### config.mk
export PLATFORM = sky130hd
export DESIGN_NAME = drive_start_stop_decoder
export DESIGN_NICKNAME = d
export VERILOG_FILES = /design/src/inc/drive_start_stop_pkg.sv /design/src/inc/contact_if.sv /design/src/verilog/contact_conditioner.sv /design/src/verilog/drive_start_stop_decoder.sv
export SDC_FILE = /design/constraint.sdc
export NUM_CORES = 1
export LEC_CHECK = 0
export BUFFER_PORTS_ARGS = -buffer_cell sky130_fd_sc_hd__buf_2
export CAP_MARGIN = 20
export CORE_AREA = 2 2 93 95
export CTS_CLUSTER_DIAMETER = 200
export DETAILED_ROUTE_END_ITERATION = 12
export DIE_AREA = 0 0 95 97
export PLACE_DENSITY = 0.8
export SLEW_MARGIN = 0
export SYNTH_ARGS = -nofsm -noshare
export SYNTH_HDL_FRONTEND = slang
export SYNTH_SLANG_ARGS = --single-unit
### constraint.sdc
create_clock -name i_mclk -period 1.5 [get_ports i_mclk]
set_clock_uncertainty 0.05 [all_clocks]
set_input_delay 0.075 -clock i_mclk [delete_from_list [all_inputs] [get_ports i_mclk]]
set_output_delay 0.075 -clock i_mclk [all_outputs]
set_load 0.05 [all_outputs]
### src/inc/drive_start_stop_pkg.sv
// constants shared by the start/stop decoder, its checker and its bench
package drive_start_stop_pkg;

  // ***************************************************************
  // register map (byte addresses on the plain register port)
  // ***************************************************************
  localparam int ADDR_W = 8;
  localparam int DATA_W = 32;
  localparam logic [7:0] CFG_OFFSET = 8'h00;
  localparam logic [7:0] STATUS_OFFSET = 8'h04;

  // ***************************************************************
  // configuration register fields
  // ***************************************************************
  localparam int SRC_W = 2;
  localparam int REF_W = 4;
  localparam int MODE_W = 4;
  localparam int CFG_LOC_SRC_LSB = 0;
  localparam int CFG_REM_SRC_LSB = 2;
  localparam int CFG_LOC_REF_LSB = 4;
  localparam int CFG_REM_REF_LSB = 8;
  localparam int CFG_MODE_LSB = 12;
  localparam int CFG_GROUP_BIT = 16;
  localparam logic [31:0] CFG_RESET = 32'h0000_0000;

  // ***************************************************************
  // status register fields
  // ***************************************************************
  localparam int ST_PLACE_BIT = 0;
  localparam int ST_RUN_BIT = 1;
  localparam int ST_REV_BIT = 2;
  localparam int ST_ARMED_BIT = 3;
  localparam int ST_MODE_LSB = 4;
  localparam int ST_SRC_LSB = 8;
  localparam int ST_REF_LSB = 10;
  localparam int ST_REF_UP_BIT = 14;

  // ***************************************************************
  // control sources and reference sources
  // ***************************************************************
  localparam logic [1:0] SRC_TERMINALS = 2'h0;
  localparam logic [1:0] SRC_KEYPAD = 2'h1;
  localparam logic [1:0] SRC_FIELDBUS = 2'h2;
  localparam logic [3:0] REF_VOLTAGE = 4'h0;
  localparam logic [3:0] REF_CURRENT = 4'h1;
  localparam logic [3:0] REF_KEYPAD = 4'h2;
  localparam logic [3:0] REF_FIELDBUS = 4'h3;
  localparam logic [3:0] REF_MOTOR_POT = 4'h4;

  // ***************************************************************
  // start/stop logic modes (group a: level/edge set, b: pot set)
  // ***************************************************************
  localparam logic [3:0] MODE_FWD_REV = 4'h0;
  localparam logic [3:0] MODE_START_DIR = 4'h1;
  localparam logic [3:0] MODE_PULSE = 4'h3;
  localparam logic [3:0] MODE_POT = 4'h4;
  localparam logic [3:0] MODE_A_EDGE_FWD_REV = 4'h4;
  localparam logic [3:0] MODE_A_EDGE_START_DIR = 4'h5;
  localparam logic [3:0] MODE_A_EDGE_ENABLE = 4'h6;
  localparam logic [3:0] MODE_B_EDGE_FWD_REV = 4'h5;
  localparam logic [3:0] MODE_B_EDGE_START_DIR = 4'h6;
  localparam logic [3:0] MODE_B_EDGE_ENABLE = 4'h7;
  localparam logic [3:0] MODE_B_EDGE_POT = 4'h8;

  typedef enum logic [1:0] {
    ST_STOP,
    ST_FWD,
    ST_REV
  } run_state_type;

endpackage

### src/inc/contact_if.sv
// conditioned contact levels and edges passed from conditioner to decoder
`timescale 1ns/1ps
interface contact_if;
  logic a_level;
  logic a_rise;
  logic b_level;
  logic b_fall;
  logic c_level;
  logic button_rise;

  modport producer (
    output a_level,
    output a_rise,
    output b_level,
    output b_fall,
    output c_level,
    output button_rise
  );
  modport consumer (
    input a_level,
    input a_rise,
    input b_level,
    input b_fall,
    input c_level,
    input button_rise
  );
endinterface

### src/verilog/contact_conditioner.sv
// two-stage synchronisers and edge detection for the contact inputs
`timescale 1ns/1ps
module contact_conditioner (
  // clock and reset
  input wire logic i_mclk,
  input wire logic i_resetn,
  // raw contacts: a, b, c, place toggle button
  input wire logic [3:0] i_raw,
  // conditioned view
  contact_if.producer o_cond
);

  logic [3:0] meta_ff;
  logic [3:0] sync_ff;
  logic [3:0] prev_ff;
  logic [3:0] nxt_meta;
  logic [3:0] nxt_sync;
  logic [3:0] nxt_prev;

  // meta stage feeds only the sync stage; prev holds the last clean sample
  always_comb begin
    nxt_meta = i_raw;
    nxt_sync = meta_ff;
    nxt_prev = sync_ff;
  end

  always_ff @(posedge i_mclk) begin
    if (!i_resetn) begin
      meta_ff <= 4'h0;
      sync_ff <= 4'h0;
      prev_ff <= 4'h0;
    end else begin
      meta_ff <= nxt_meta;
      sync_ff <= nxt_sync;
      prev_ff <= nxt_prev;
    end
  end

  // edges compare the current clean sample with the previous one
  assign o_cond.a_level = sync_ff[0];
  assign o_cond.a_rise = sync_ff[0] & ~prev_ff[0];
  assign o_cond.b_level = sync_ff[1];
  assign o_cond.b_fall = ~sync_ff[1] & prev_ff[1];
  assign o_cond.c_level = sync_ff[2];
  assign o_cond.button_rise = sync_ff[3] & ~prev_ff[3];

endmodule

### src/verilog/drive_start_stop_decoder.sv
// run and direction command decoder for a motor drive control place
//
// Strobed register access and the address map were chosen for this implementation.
`timescale 1ns/1ps
module drive_start_stop_decoder (
  // clock and reset
  input wire logic i_mclk,
  input wire logic i_resetn,
  // contacts and keypad button
  input wire logic i_start_input_a,
  input wire logic i_start_input_b,
  input wire logic i_aux_input_c,
  input wire logic i_place_toggle_button,
  // drive events from same-clock logic
  input wire logic i_power_restored,
  input wire logic i_fault_reset,
  input wire logic i_run_enable,
  // run command from a keypad or fieldbus source
  input wire logic i_alt_run,
  input wire logic i_alt_reverse,
  // register port
  input wire logic [drive_start_stop_pkg::ADDR_W-1:0] i_addr,
  input wire logic [drive_start_stop_pkg::DATA_W-1:0] i_wdata,
  input wire logic i_wr,
  input wire logic i_rd,
  output logic [drive_start_stop_pkg::DATA_W-1:0] o_rdata,
  // drive command
  output logic o_run,
  output logic o_reverse,
  output logic o_ref_up,
  output logic o_remote,
  output logic [drive_start_stop_pkg::SRC_W-1:0] o_active_source,
  output logic [drive_start_stop_pkg::REF_W-1:0] o_active_reference
);

  // ***************************************************************
  // helpers
  // ***************************************************************

  // true for the modes that need the start contact seen open first
  function automatic logic edge_mode(input logic [3:0] mode,
                                     input logic grp);
    if (!grp) begin
      edge_mode = (mode == drive_start_stop_pkg::MODE_A_EDGE_FWD_REV) ||
                  (mode == drive_start_stop_pkg::MODE_A_EDGE_START_DIR) ||
                  (mode == drive_start_stop_pkg::MODE_A_EDGE_ENABLE);
    end else begin
      edge_mode = (mode == drive_start_stop_pkg::MODE_B_EDGE_FWD_REV) ||
                  (mode == drive_start_stop_pkg::MODE_B_EDGE_START_DIR) ||
                  (mode == drive_start_stop_pkg::MODE_B_EDGE_ENABLE) ||
                  (mode == drive_start_stop_pkg::MODE_B_EDGE_POT);
    end
  endfunction

  // pick a field out of the configuration word
  function automatic logic [3:0] cfg_field(input logic [31:0] cfg,
                                           input int lsb,
                                           input int width);
    logic [31:0] shifted;
    shifted = cfg >> lsb;
    cfg_field = shifted[3:0] & ((4'h1 << width) - 4'h1);
  endfunction

  // ***************************************************************
  // contact conditioning
  // ***************************************************************
  contact_if cond ();

  contact_conditioner u_cond (
    .i_mclk(i_mclk),
    .i_resetn(i_resetn),
    .i_raw({i_place_toggle_button, i_aux_input_c, i_start_input_b,
            i_start_input_a}),
    .o_cond(cond)
  );

  // ***************************************************************
  // registers
  // ***************************************************************
  logic [31:0] cfg_ff;
  logic [31:0] nxt_cfg;
  logic [31:0] rdata_ff;
  logic [31:0] nxt_rdata;
  logic [31:0] status;
  logic place_ff;
  logic nxt_place;
  logic armed_ff;
  logic nxt_armed;
  drive_start_stop_pkg::run_state_type state_ff;
  drive_start_stop_pkg::run_state_type nxt_state;
  logic run_ff;
  logic rev_ff;
  logic ref_up_ff;
  logic remote_ff;
  logic [1:0] src_ff;
  logic [3:0] ref_ff;
  logic nxt_ref_up;
  logic [1:0] nxt_src;
  logic [3:0] nxt_ref;

  // configuration fields
  logic [1:0] loc_src;
  logic [1:0] rem_src;
  logic [3:0] loc_ref;
  logic [3:0] rem_ref;
  logic [3:0] set_mode;
  logic [3:0] eff_mode;
  logic grp;

  assign loc_src = drive_start_stop_pkg::SRC_W'(
      cfg_field(cfg_ff, drive_start_stop_pkg::CFG_LOC_SRC_LSB,
                drive_start_stop_pkg::SRC_W));
  assign rem_src = drive_start_stop_pkg::SRC_W'(
      cfg_field(cfg_ff, drive_start_stop_pkg::CFG_REM_SRC_LSB,
                drive_start_stop_pkg::SRC_W));
  assign loc_ref = cfg_field(cfg_ff, drive_start_stop_pkg::CFG_LOC_REF_LSB,
                             drive_start_stop_pkg::REF_W);
  assign rem_ref = cfg_field(cfg_ff, drive_start_stop_pkg::CFG_REM_REF_LSB,
                             drive_start_stop_pkg::REF_W);
  assign set_mode = cfg_field(cfg_ff, drive_start_stop_pkg::CFG_MODE_LSB,
                              drive_start_stop_pkg::MODE_W);
  assign grp = cfg_ff[drive_start_stop_pkg::CFG_GROUP_BIT];

  // pot-type remote reference overrides the chosen mode in group b only
  always_comb begin
    eff_mode = set_mode;
    if (grp && ((rem_ref == drive_start_stop_pkg::REF_FIELDBUS) ||
                (rem_ref == drive_start_stop_pkg::REF_MOTOR_POT))) begin
      eff_mode = drive_start_stop_pkg::MODE_POT;
    end
  end

  // ***************************************************************
  // register port
  // ***************************************************************
  always_comb begin
    status = 32'h0000_0000;
    status[drive_start_stop_pkg::ST_PLACE_BIT] = place_ff;
    status[drive_start_stop_pkg::ST_RUN_BIT] = run_ff;
    status[drive_start_stop_pkg::ST_REV_BIT] = rev_ff;
    status[drive_start_stop_pkg::ST_ARMED_BIT] = armed_ff;
    status[drive_start_stop_pkg::ST_MODE_LSB +: 4] = eff_mode;
    status[drive_start_stop_pkg::ST_SRC_LSB +: 2] = src_ff;
    status[drive_start_stop_pkg::ST_REF_LSB +: 4] = ref_ff;
    status[drive_start_stop_pkg::ST_REF_UP_BIT] = ref_up_ff;
  end

  // unmapped reads return zero, unmapped writes are dropped
  always_comb begin
    nxt_cfg = cfg_ff;
    nxt_rdata = 32'h0000_0000;
    if (i_wr && (i_addr == drive_start_stop_pkg::CFG_OFFSET)) begin
      nxt_cfg = i_wdata;
    end
    if (i_rd) begin
      if (i_addr == drive_start_stop_pkg::CFG_OFFSET) begin
        nxt_rdata = cfg_ff;
      end else if (i_addr == drive_start_stop_pkg::STATUS_OFFSET) begin
        nxt_rdata = status;
      end
    end
  end

  always_ff @(posedge i_mclk) begin
    if (!i_resetn) begin
      cfg_ff <= drive_start_stop_pkg::CFG_RESET;
      rdata_ff <= 32'h0000_0000;
    end else begin
      cfg_ff <= nxt_cfg;
      rdata_ff <= nxt_rdata;
    end
  end

  // ***************************************************************
  // control place and arming
  // ***************************************************************
  logic place_change;
  logic disarm;

  assign place_change = cond.button_rise;
  // every event after which an unintended start must be excluded
  assign disarm = place_change | i_power_restored | i_fault_reset |
                  ~i_run_enable;

  // disarm wins over arming so a contact held closed stays refused
  always_comb begin
    nxt_place = place_ff;
    nxt_armed = armed_ff;
    if (place_change) begin
      nxt_place = ~place_ff;
    end
    if (disarm) begin
      nxt_armed = 1'b0;
    end else if (!cond.a_level) begin
      nxt_armed = 1'b1;
    end
  end

  // reset clears the arm, but the synchroniser reads open after reset, so the arm sets again on the first clock
  always_ff @(posedge i_mclk) begin
    if (!i_resetn) begin
      place_ff <= 1'b0;
      armed_ff <= 1'b0;
    end else begin
      place_ff <= nxt_place;
      armed_ff <= nxt_armed;
    end
  end

  // ***************************************************************
  // start/stop decoding
  // ***************************************************************
  logic [1:0] act_src;
  logic [3:0] act_ref;
  logic running;
  logic start_ok;
  logic is_edge;

  assign act_src = place_ff ? rem_src : loc_src;
  assign act_ref = place_ff ? rem_ref : loc_ref;
  assign running = (state_ff != drive_start_stop_pkg::ST_STOP);
  assign is_edge = edge_mode(eff_mode, grp);
  // level modes start freely; edge modes need the arm, kept while running
  assign start_ok = !is_edge || armed_ff || running;

  always_comb begin
    nxt_state = drive_start_stop_pkg::ST_STOP;
    nxt_ref_up = 1'b0;
    if (act_src != drive_start_stop_pkg::SRC_TERMINALS) begin
      // keypad or fieldbus command bypasses the contacts
      if (i_alt_run) begin
        nxt_state = i_alt_reverse ? drive_start_stop_pkg::ST_REV :
                                    drive_start_stop_pkg::ST_FWD;
      end
    end else if (!grp && (eff_mode == drive_start_stop_pkg::MODE_A_EDGE_ENABLE)
                 || grp && (eff_mode == drive_start_stop_pkg::MODE_B_EDGE_ENABLE))
    begin
      if (cond.a_level && cond.b_level && start_ok) begin
        nxt_state = drive_start_stop_pkg::ST_FWD;
      end
    end else if (eff_mode == drive_start_stop_pkg::MODE_FWD_REV ||
                 (!grp && eff_mode == drive_start_stop_pkg::MODE_A_EDGE_FWD_REV) ||
                 (grp && eff_mode == drive_start_stop_pkg::MODE_B_EDGE_FWD_REV))
    begin
      if (cond.a_level && cond.b_level) begin
        if (running) begin
          nxt_state = state_ff;
        end else if (start_ok) begin
          nxt_state = drive_start_stop_pkg::ST_FWD;
        end
      end else if (cond.a_level && start_ok) begin
        nxt_state = drive_start_stop_pkg::ST_FWD;
      end else if (cond.b_level && (start_ok || cond.a_level == 1'b0 &&
                                    running)) begin
        nxt_state = drive_start_stop_pkg::ST_REV;
      end
    end else if (eff_mode == drive_start_stop_pkg::MODE_START_DIR ||
                 (!grp && eff_mode == drive_start_stop_pkg::MODE_A_EDGE_START_DIR) ||
                 (grp && eff_mode == drive_start_stop_pkg::MODE_B_EDGE_START_DIR))
    begin
      if (cond.a_level && start_ok) begin
        nxt_state = cond.b_level ? drive_start_stop_pkg::ST_REV :
                                   drive_start_stop_pkg::ST_FWD;
      end
    end else if (eff_mode == drive_start_stop_pkg::MODE_PULSE) begin
      // stop pulse wins over a start pulse in the same cycle
      if (cond.b_fall || !cond.b_level) begin
        nxt_state = drive_start_stop_pkg::ST_STOP;
      end else if (cond.a_rise || running) begin
        nxt_state = cond.c_level ? drive_start_stop_pkg::ST_REV :
                                   drive_start_stop_pkg::ST_FWD;
      end
    end else if (grp && (eff_mode == drive_start_stop_pkg::MODE_POT ||
                         eff_mode == drive_start_stop_pkg::MODE_B_EDGE_POT))
    begin
      if (cond.a_level && start_ok) begin
        nxt_state = drive_start_stop_pkg::ST_FWD;
      end
      nxt_ref_up = cond.b_level;
    end
    // run enable low stops the drive whatever the mode
    if (!i_run_enable) begin
      nxt_state = drive_start_stop_pkg::ST_STOP;
      nxt_ref_up = 1'b0;
    end
    nxt_src = act_src;
    nxt_ref = act_ref;
  end

  always_ff @(posedge i_mclk) begin
    if (!i_resetn) begin
      state_ff <= drive_start_stop_pkg::ST_STOP;
      run_ff <= 1'b0;
      rev_ff <= 1'b0;
      ref_up_ff <= 1'b0;
      remote_ff <= 1'b0;
      src_ff <= drive_start_stop_pkg::SRC_TERMINALS;
      ref_ff <= drive_start_stop_pkg::REF_VOLTAGE;
    end else begin
      state_ff <= nxt_state;
      run_ff <= (nxt_state != drive_start_stop_pkg::ST_STOP);
      rev_ff <= (nxt_state == drive_start_stop_pkg::ST_REV);
      ref_up_ff <= nxt_ref_up;
      remote_ff <= nxt_place;
      src_ff <= nxt_src;
      ref_ff <= nxt_ref;
    end
  end

  // ***************************************************************
  // outputs, each straight from a flip-flop
  // ***************************************************************
  assign o_rdata = rdata_ff;
  assign o_run = run_ff;
  assign o_reverse = rev_ff;
  assign o_ref_up = ref_up_ff;
  assign o_remote = remote_ff;
  assign o_active_source = src_ff;
  assign o_active_reference = ref_ff;

endmodule

Word level (Yosys, flattened, before mapping):

Index checks and enable logic that the tools add are counted.
W data, S select, Z words.

* flip-flop bits (word level): 89
* bits in latches: 0
* RAM bits: 0
* bits in read-only memories: 0
* bits of input ports: 53
* output and inout bits: 42
* memories: 0

* add/sub/neg operators: 0
* multipliers: 0
* divide/modulo/power cells: 0
* order comparisons: 0
* eq/ne operators: 11
* shift-type cells: 0
* mux-type cells: 27
* bitwise operators: 14
* reductions and logical operators: 42

Operators with widths (number)
* $mux W2: 18
* $mux W32: 1
* $eq A4 B3 Y1 const B: 5
* $logic_or A1 B1 Y1: 17
* $mux W15: 1
* $logic_and A1 B1 Y1: 14
* $eq A4 B2 Y1 const B: 2
* $eq A8 B3 Y1 const B: 1
* $logic_not A8 Y1: 1
* $mux W4: 2
* $not A1 Y1: 8
* $reduce_or A8 Y1: 1
* $reduce_bool A2 Y1: 3
* $mux W1: 5
* $eq A4 B1 Y1 const B: 1
* $eq A4 B4 Y1 const B: 1
* $logic_not A4 Y1: 1
* $and A1 B1 Y1: 3
* $logic_not A1 Y1: 3
* $or A1 B1 Y1: 3
* $eq A2 B2 Y1 const B: 1
* $reduce_and A2 Y1: 1
* $reduce_or A2 Y1: 1

Longest topological paths before layout:

* depth after elaboration: 22
* gate-level depth with buffers: 7

Cells and area by module:

Synthesis repeated with hierarchy kept, for this count alone.

* cells, all modules: 353
* area, all modules: 3370.7 um2

By module, submodules not included
* drive_start_stop_decoder: instances 1, cells each 327, area an instance 3051.7 um2, sequential area each 1541.5 um2
* contact_conditioner: instances 1, cells each 26, area an instance 319.1 um2, sequential area each 220.2 um2

Least setup slack after synthesis:

Ideal clock, no wire load.

* kind: register to register
* start point: reg o_remote (netlist name)
* end point: reg rev_ff, in the netlist o_reverse
* data arrival time: 1.847 ns
* setup slack: -0.471 ns
* cell stages (with the launch flop): 8
* path buffers: 1
* period minus slack after synthesis: 1.971 ns
* path through: dfxtp_1 buf_6 nor3b_1 nor2_1 a21o_1 o311ai_1 nand3_1 a31oi_1

RTL lines
* end signal: assignment: line drive_start_stop_decoder.sv:302 `rev_ff <= (nxt_state == drive_start_stop_pkg::ST_REV);`
* end: declaration: line drive_start_stop_decoder.sv:92 `logic rev_ff;`

Final worst setup path:

* start point: reg cfg_ff[13]
* end point: reg rev_ff, in the netlist o_reverse

* longest elaborated chain between the ends: 19
* elaborated cells between the ends (all ways): 51
* those cells by class: 8 x eq/ne; 17 x mux; 26 x reduce/logical

RTL lines
* start: declaration: line drive_start_stop_decoder.sv:80 `logic [31:0] cfg_ff;`
* start signal: assignment: line drive_start_stop_decoder.sv:166 `cfg_ff <= drive_start_stop_pkg::CFG_RESET;`
* start signal: assignment: line drive_start_stop_decoder.sv:169 `cfg_ff <= nxt_cfg;`
* $mux W4 (*): line drive_start_stop_decoder.sv:127 `if (grp && ((rem_ref == drive_start_stop_pkg::REF_FIELDBUS) ||`
* $eq A4 B3 Y1 (on tied branches)
* $logic_or A1 B1 Y1: line drive_start_stop_decoder.sv:48 `edge_mode = (mode == drive_start_stop_pkg::MODE_B_EDGE_FWD_REV) ||`
* $logic_or A1 B1 Y1: line drive_start_stop_decoder.sv:49 `(mode == drive_start_stop_pkg::MODE_B_EDGE_START_DIR) ||`
* $logic_or A1 B1 Y1: line drive_start_stop_decoder.sv:50 `(mode == drive_start_stop_pkg::MODE_B_EDGE_ENABLE) ||`
* $mux W1: line drive_start_stop_decoder.sv:43 `if (!grp) begin`
* $logic_not A1 Y1: line drive_start_stop_decoder.sv:224 `assign start_ok = !is_edge || armed_ff || running;`
* $logic_or A1 B1 Y1 (2 in a row): line drive_start_stop_decoder.sv:224
* [... 2 more ...]
* $mux W1 or $mux W2 (tied branches): line drive_start_stop_decoder.sv:273, drive_start_stop_decoder.sv:253
* $mux W2 (on tied branches): line drive_start_stop_decoder.sv:265, drive_start_stop_decoder.sv:251
* $mux W2 (on tied branches): line drive_start_stop_decoder.sv:257, drive_start_stop_decoder.sv:245
* $mux W2: line drive_start_stop_decoder.sv:241 `end else if (eff_mode == drive_start_stop_pkg::MODE_FWD_REV ||`
* $mux W2 (*): line drive_start_stop_decoder.sv:235 `end else if (!grp && (eff_mode == drive_start_stop_pkg::MODE_A_EDGE_ENABLE)`
* $mux W2 (*): line drive_start_stop_decoder.sv:229 `if (act_src != drive_start_stop_pkg::SRC_TERMINALS) begin`
* $mux W2 (*): line drive_start_stop_decoder.sv:282 `if (!i_run_enable) begin`
* $eq A2 B2 Y1 (*): line drive_start_stop_decoder.sv:302

Every way passes the cells marked *; elsewhere a longest branch is shown, timed or not.
A chain may end at the register's enable or synchronous reset.

==> impl_metrics.tcl <==
set metrics [dict create \
    clock_path_buffers 2 \
    grt_pass1_wl_um 14900 \
    initial_core_util_pct 44.13 \
    synthFlopType "dfxtp_1" \
    dieArea_um2 9215 \
    finalNetCount 584 \
    crit_start "cfg_ff[13]$_SDFFE_PN0P_" \
    io_pins 95 \
    clkSinkCount 87 \
    synth_top_area_share_pct 48.52 \
    r2r_slack_ns -0.17 \
    min_period_ns 1.666 \
    use_met2_pct 34.37 \
    syn_nets 412 \
    core_area_um2 8134 \
    htreeDepth 3 \
    grt_usage_pct 20.88 \
    cts-root-buf "clkbuf_8" \
    fp.dieW_um 95 \
    setup_viol 4 \
    drt_pre_antenna_iters 4 \
    cts_buffers 9 \
    ys_warn_count 0 \
    rr_endpoint "o_reverse$_SDFF_PN0_" \
    met1_usage_pct 25.71 \
    worstPathArrival_ns 1.90 \
    slew_viol_final 0 \
    antenna_found_initial 0 \
    ys_async_sr_fraction_pct 0 \
    remaining_drc_errors 0 \
    final_util_pct 66.34 \
    use_met3_pct 3.115 \
    hold_violations 0 \
    die_y_um 97 \
    wirelength_um 9566 \
    yosys.area.top_type "dfxtp_1" \
    status "complete, but fails checks" \
    cts_tree "built" \
    hold_path.class "in -> reg" \
    reg2reg_from "cfg_ff[13]$_SDFFE_PN0P_" \
    fin_hold_ws_ns 0.03578 \
    leakage_uw 0.002463 \
    synth-seq-cells 87 \
    violations "setup timing" \
    fp-row-count 33 \
    rsz0062_at_grt "yes" \
    clock.fmax_ghz 0.6004 \
    slew_headroom_pct 69.28 \
    busiest_layer "met2" \
    critPathLaunchType "flop" \
    clk_latency_ns 0.36 \
    wl_per_cell_um 14.92 \
    avgSynthCellArea_um2 9.999 \
    crit_end "o_reverse$_SDFF_PN0_" \
    vias 3106 \
    r2r_cells 6 \
    synth_common_cells "dfxtp_1 (87), nand2_1 (39), a21boi_2 (30), nand2_2 (30), and2_1 (29)" \
    antenna_cells 0 \
    critPathKind "reg -> reg" \
    critPathMaxFanout 7 \
    synthTopCellsByArea "dfxtp_1 (49%), a21boi_2 (9.4%), mux2i_1 (5.3%), nand2_2 (5.2%), and2_1 (5.1%)" \
    grt_max_degree 33 \
    setup_ws_ns -0.1656 \
    required_ns 1.73 \
    grt_overflow_total 0 \
    path_clk_slew_ns 0.09 \
    drtIter0Drc 79 \
    synth_edf_count 0 \
    portBuffers 94 \
    ys_seq_area_share_pct 48.52 \
    timing.final.crit_share_pct 111.0 \
    vias_per_cell 4.846 \
    end_kind "flop" \
    ant_nets 0 \
    maxCapViolations 0 \
    p_per_area_nw_per_um2 792.6 \
    synth_cells 359 \
    syn2layout_area_growth_pct 50.33 \
    max-vdd-ir-drop_v 0.0004309 \
    synthesis.area_um2 3590 \
    max_slew.worst_pin.slew_ns 0.4572 \
    gp_congestion 0.9974 \
    grt_pass1_vias 3173 \
    yosysMostFrequentCell "dfxtp_1" \
    hpwl_um 6326 \
    synth_cell_types 52 \
    drive_gt1_share_pct 48.32 \
]
## state kept, by name (all words and copies together), names as in the netlist
register	flops
cfg_ff	32
o_rdata	32
o_active_reference	4
u_cond.meta_ff	4
u_cond.nxt_prev	4
o_active_source	2
state_ff	2
u_cond.prev_ff	2
armed_ff	1
o_ref_up	1
o_remote	1
o_reverse	1
o_run	1
## how the worst min path moves through the flow
stage                                        end              from  cells past startpoint  slack [ns]
after floorplan            armed_ff$_SDFFE_PP0N_  i_power_restored                      1        0.10
after global placement     armed_ff$_SDFFE_PP0N_  i_power_restored                      2        0.20
after detailed placement   armed_ff$_SDFFE_PP0N_     i_fault_reset                      2        0.19
after CTS                 state_ff[0]$_SDFF_PN0_     i_alt_reverse                      4        0.04
after global routing      state_ff[0]$_SDFF_PN0_     i_alt_reverse                      4        0.06
final                     state_ff[0]$_SDFF_PN0_     i_alt_reverse                      4        0.04
## power breakdown
part | internal (µW) | switching, µW | total, µW
combinational | 200 | 161 | 361
clock | 705 | 875 | 1580
sequential | 2320 | 15.6 | 2340
total | 3230 | 1050 | 4280
## routing by layer
layer	up-vias	routed length [µm]
met5	-	0
met4	0	356
met3	27	326
met2	91	4864
met1	1452	4019
li1	1536	-
## layout by cell type, fill, tap and decap left out, drive strengths merged, types with 2 or more instances in the layout
cell type    instances
a21boi              32
mux2i               19
nand3                8
dlygate4sd3         39
o21a                 2
nand2               70
nor3b                2
a21oi                5
clkbuf              11
buf                145
and3b                2
nor2                20
and2                29
inv                  7
a211oi               2
a21o                 2
nand2b               7
dfxtp               87
clkinv               2
nor2b               10
nor3                 5
nor4                 4
o21ai                6
## timing repair
action                                 CTS  global route
setup endpoints to repair                4             5
buffers inserted                         0            10
hold buffers                            39             0
pin swaps                                3             5
gates resized for setup                 18            17
endpoints found under the hold margin   38             0
## kinds of logic after synthesis
| logic type | synth area share, % |
|---|---|
| AO/OA/AOI/OAI | 15.20 |
| multiplexers | 5.612 |
| AND/OR/NAND/NOR | 25.06 |
| flip-flops | 48.52 |
| XOR/XNOR | 0.4881 |
| buffers and inverters | 5.123 |
## worst max-delay path, stage by stage (launching register included)
cell,delay (ns)
dfxtp_4,0.42
and4b_1,0.22
o31ai_1,0.09
o211a_1,0.28
o311ai_4,0.24
nand3_2,0.13
a31oi_1,0.15
## per-stage QoR
step,std cells,cell area [µm²],power (µW),setup TNS [ns],setup WS (ns)
after global placement,576,4571,2657,-8.849,-0.2030
after floorplan,359,3781,2521,-1.542,-0.1520
final,641,5396,4277,-0.3914,-0.1656
after global routing,641,5396,4425,-0.6522,-0.2173
after detailed placement,576,4571,2662,-11.15,-0.2397
after CTS,631,5207,4279,-0.4693,-0.1370
## layout make-up
class / count / area [µm²]
clock buffer: 11 / 151.4
clock inverter: 5 / 38.79
fill: 599 / 2738
inverter: 5 / 18.77
multi-input combinational: 244 / 1968
sequential: 87 / 1765
tap: 105 / 131.4
timing repair buffer: 184 / 1323
Power figures use the tool's default switching activity.
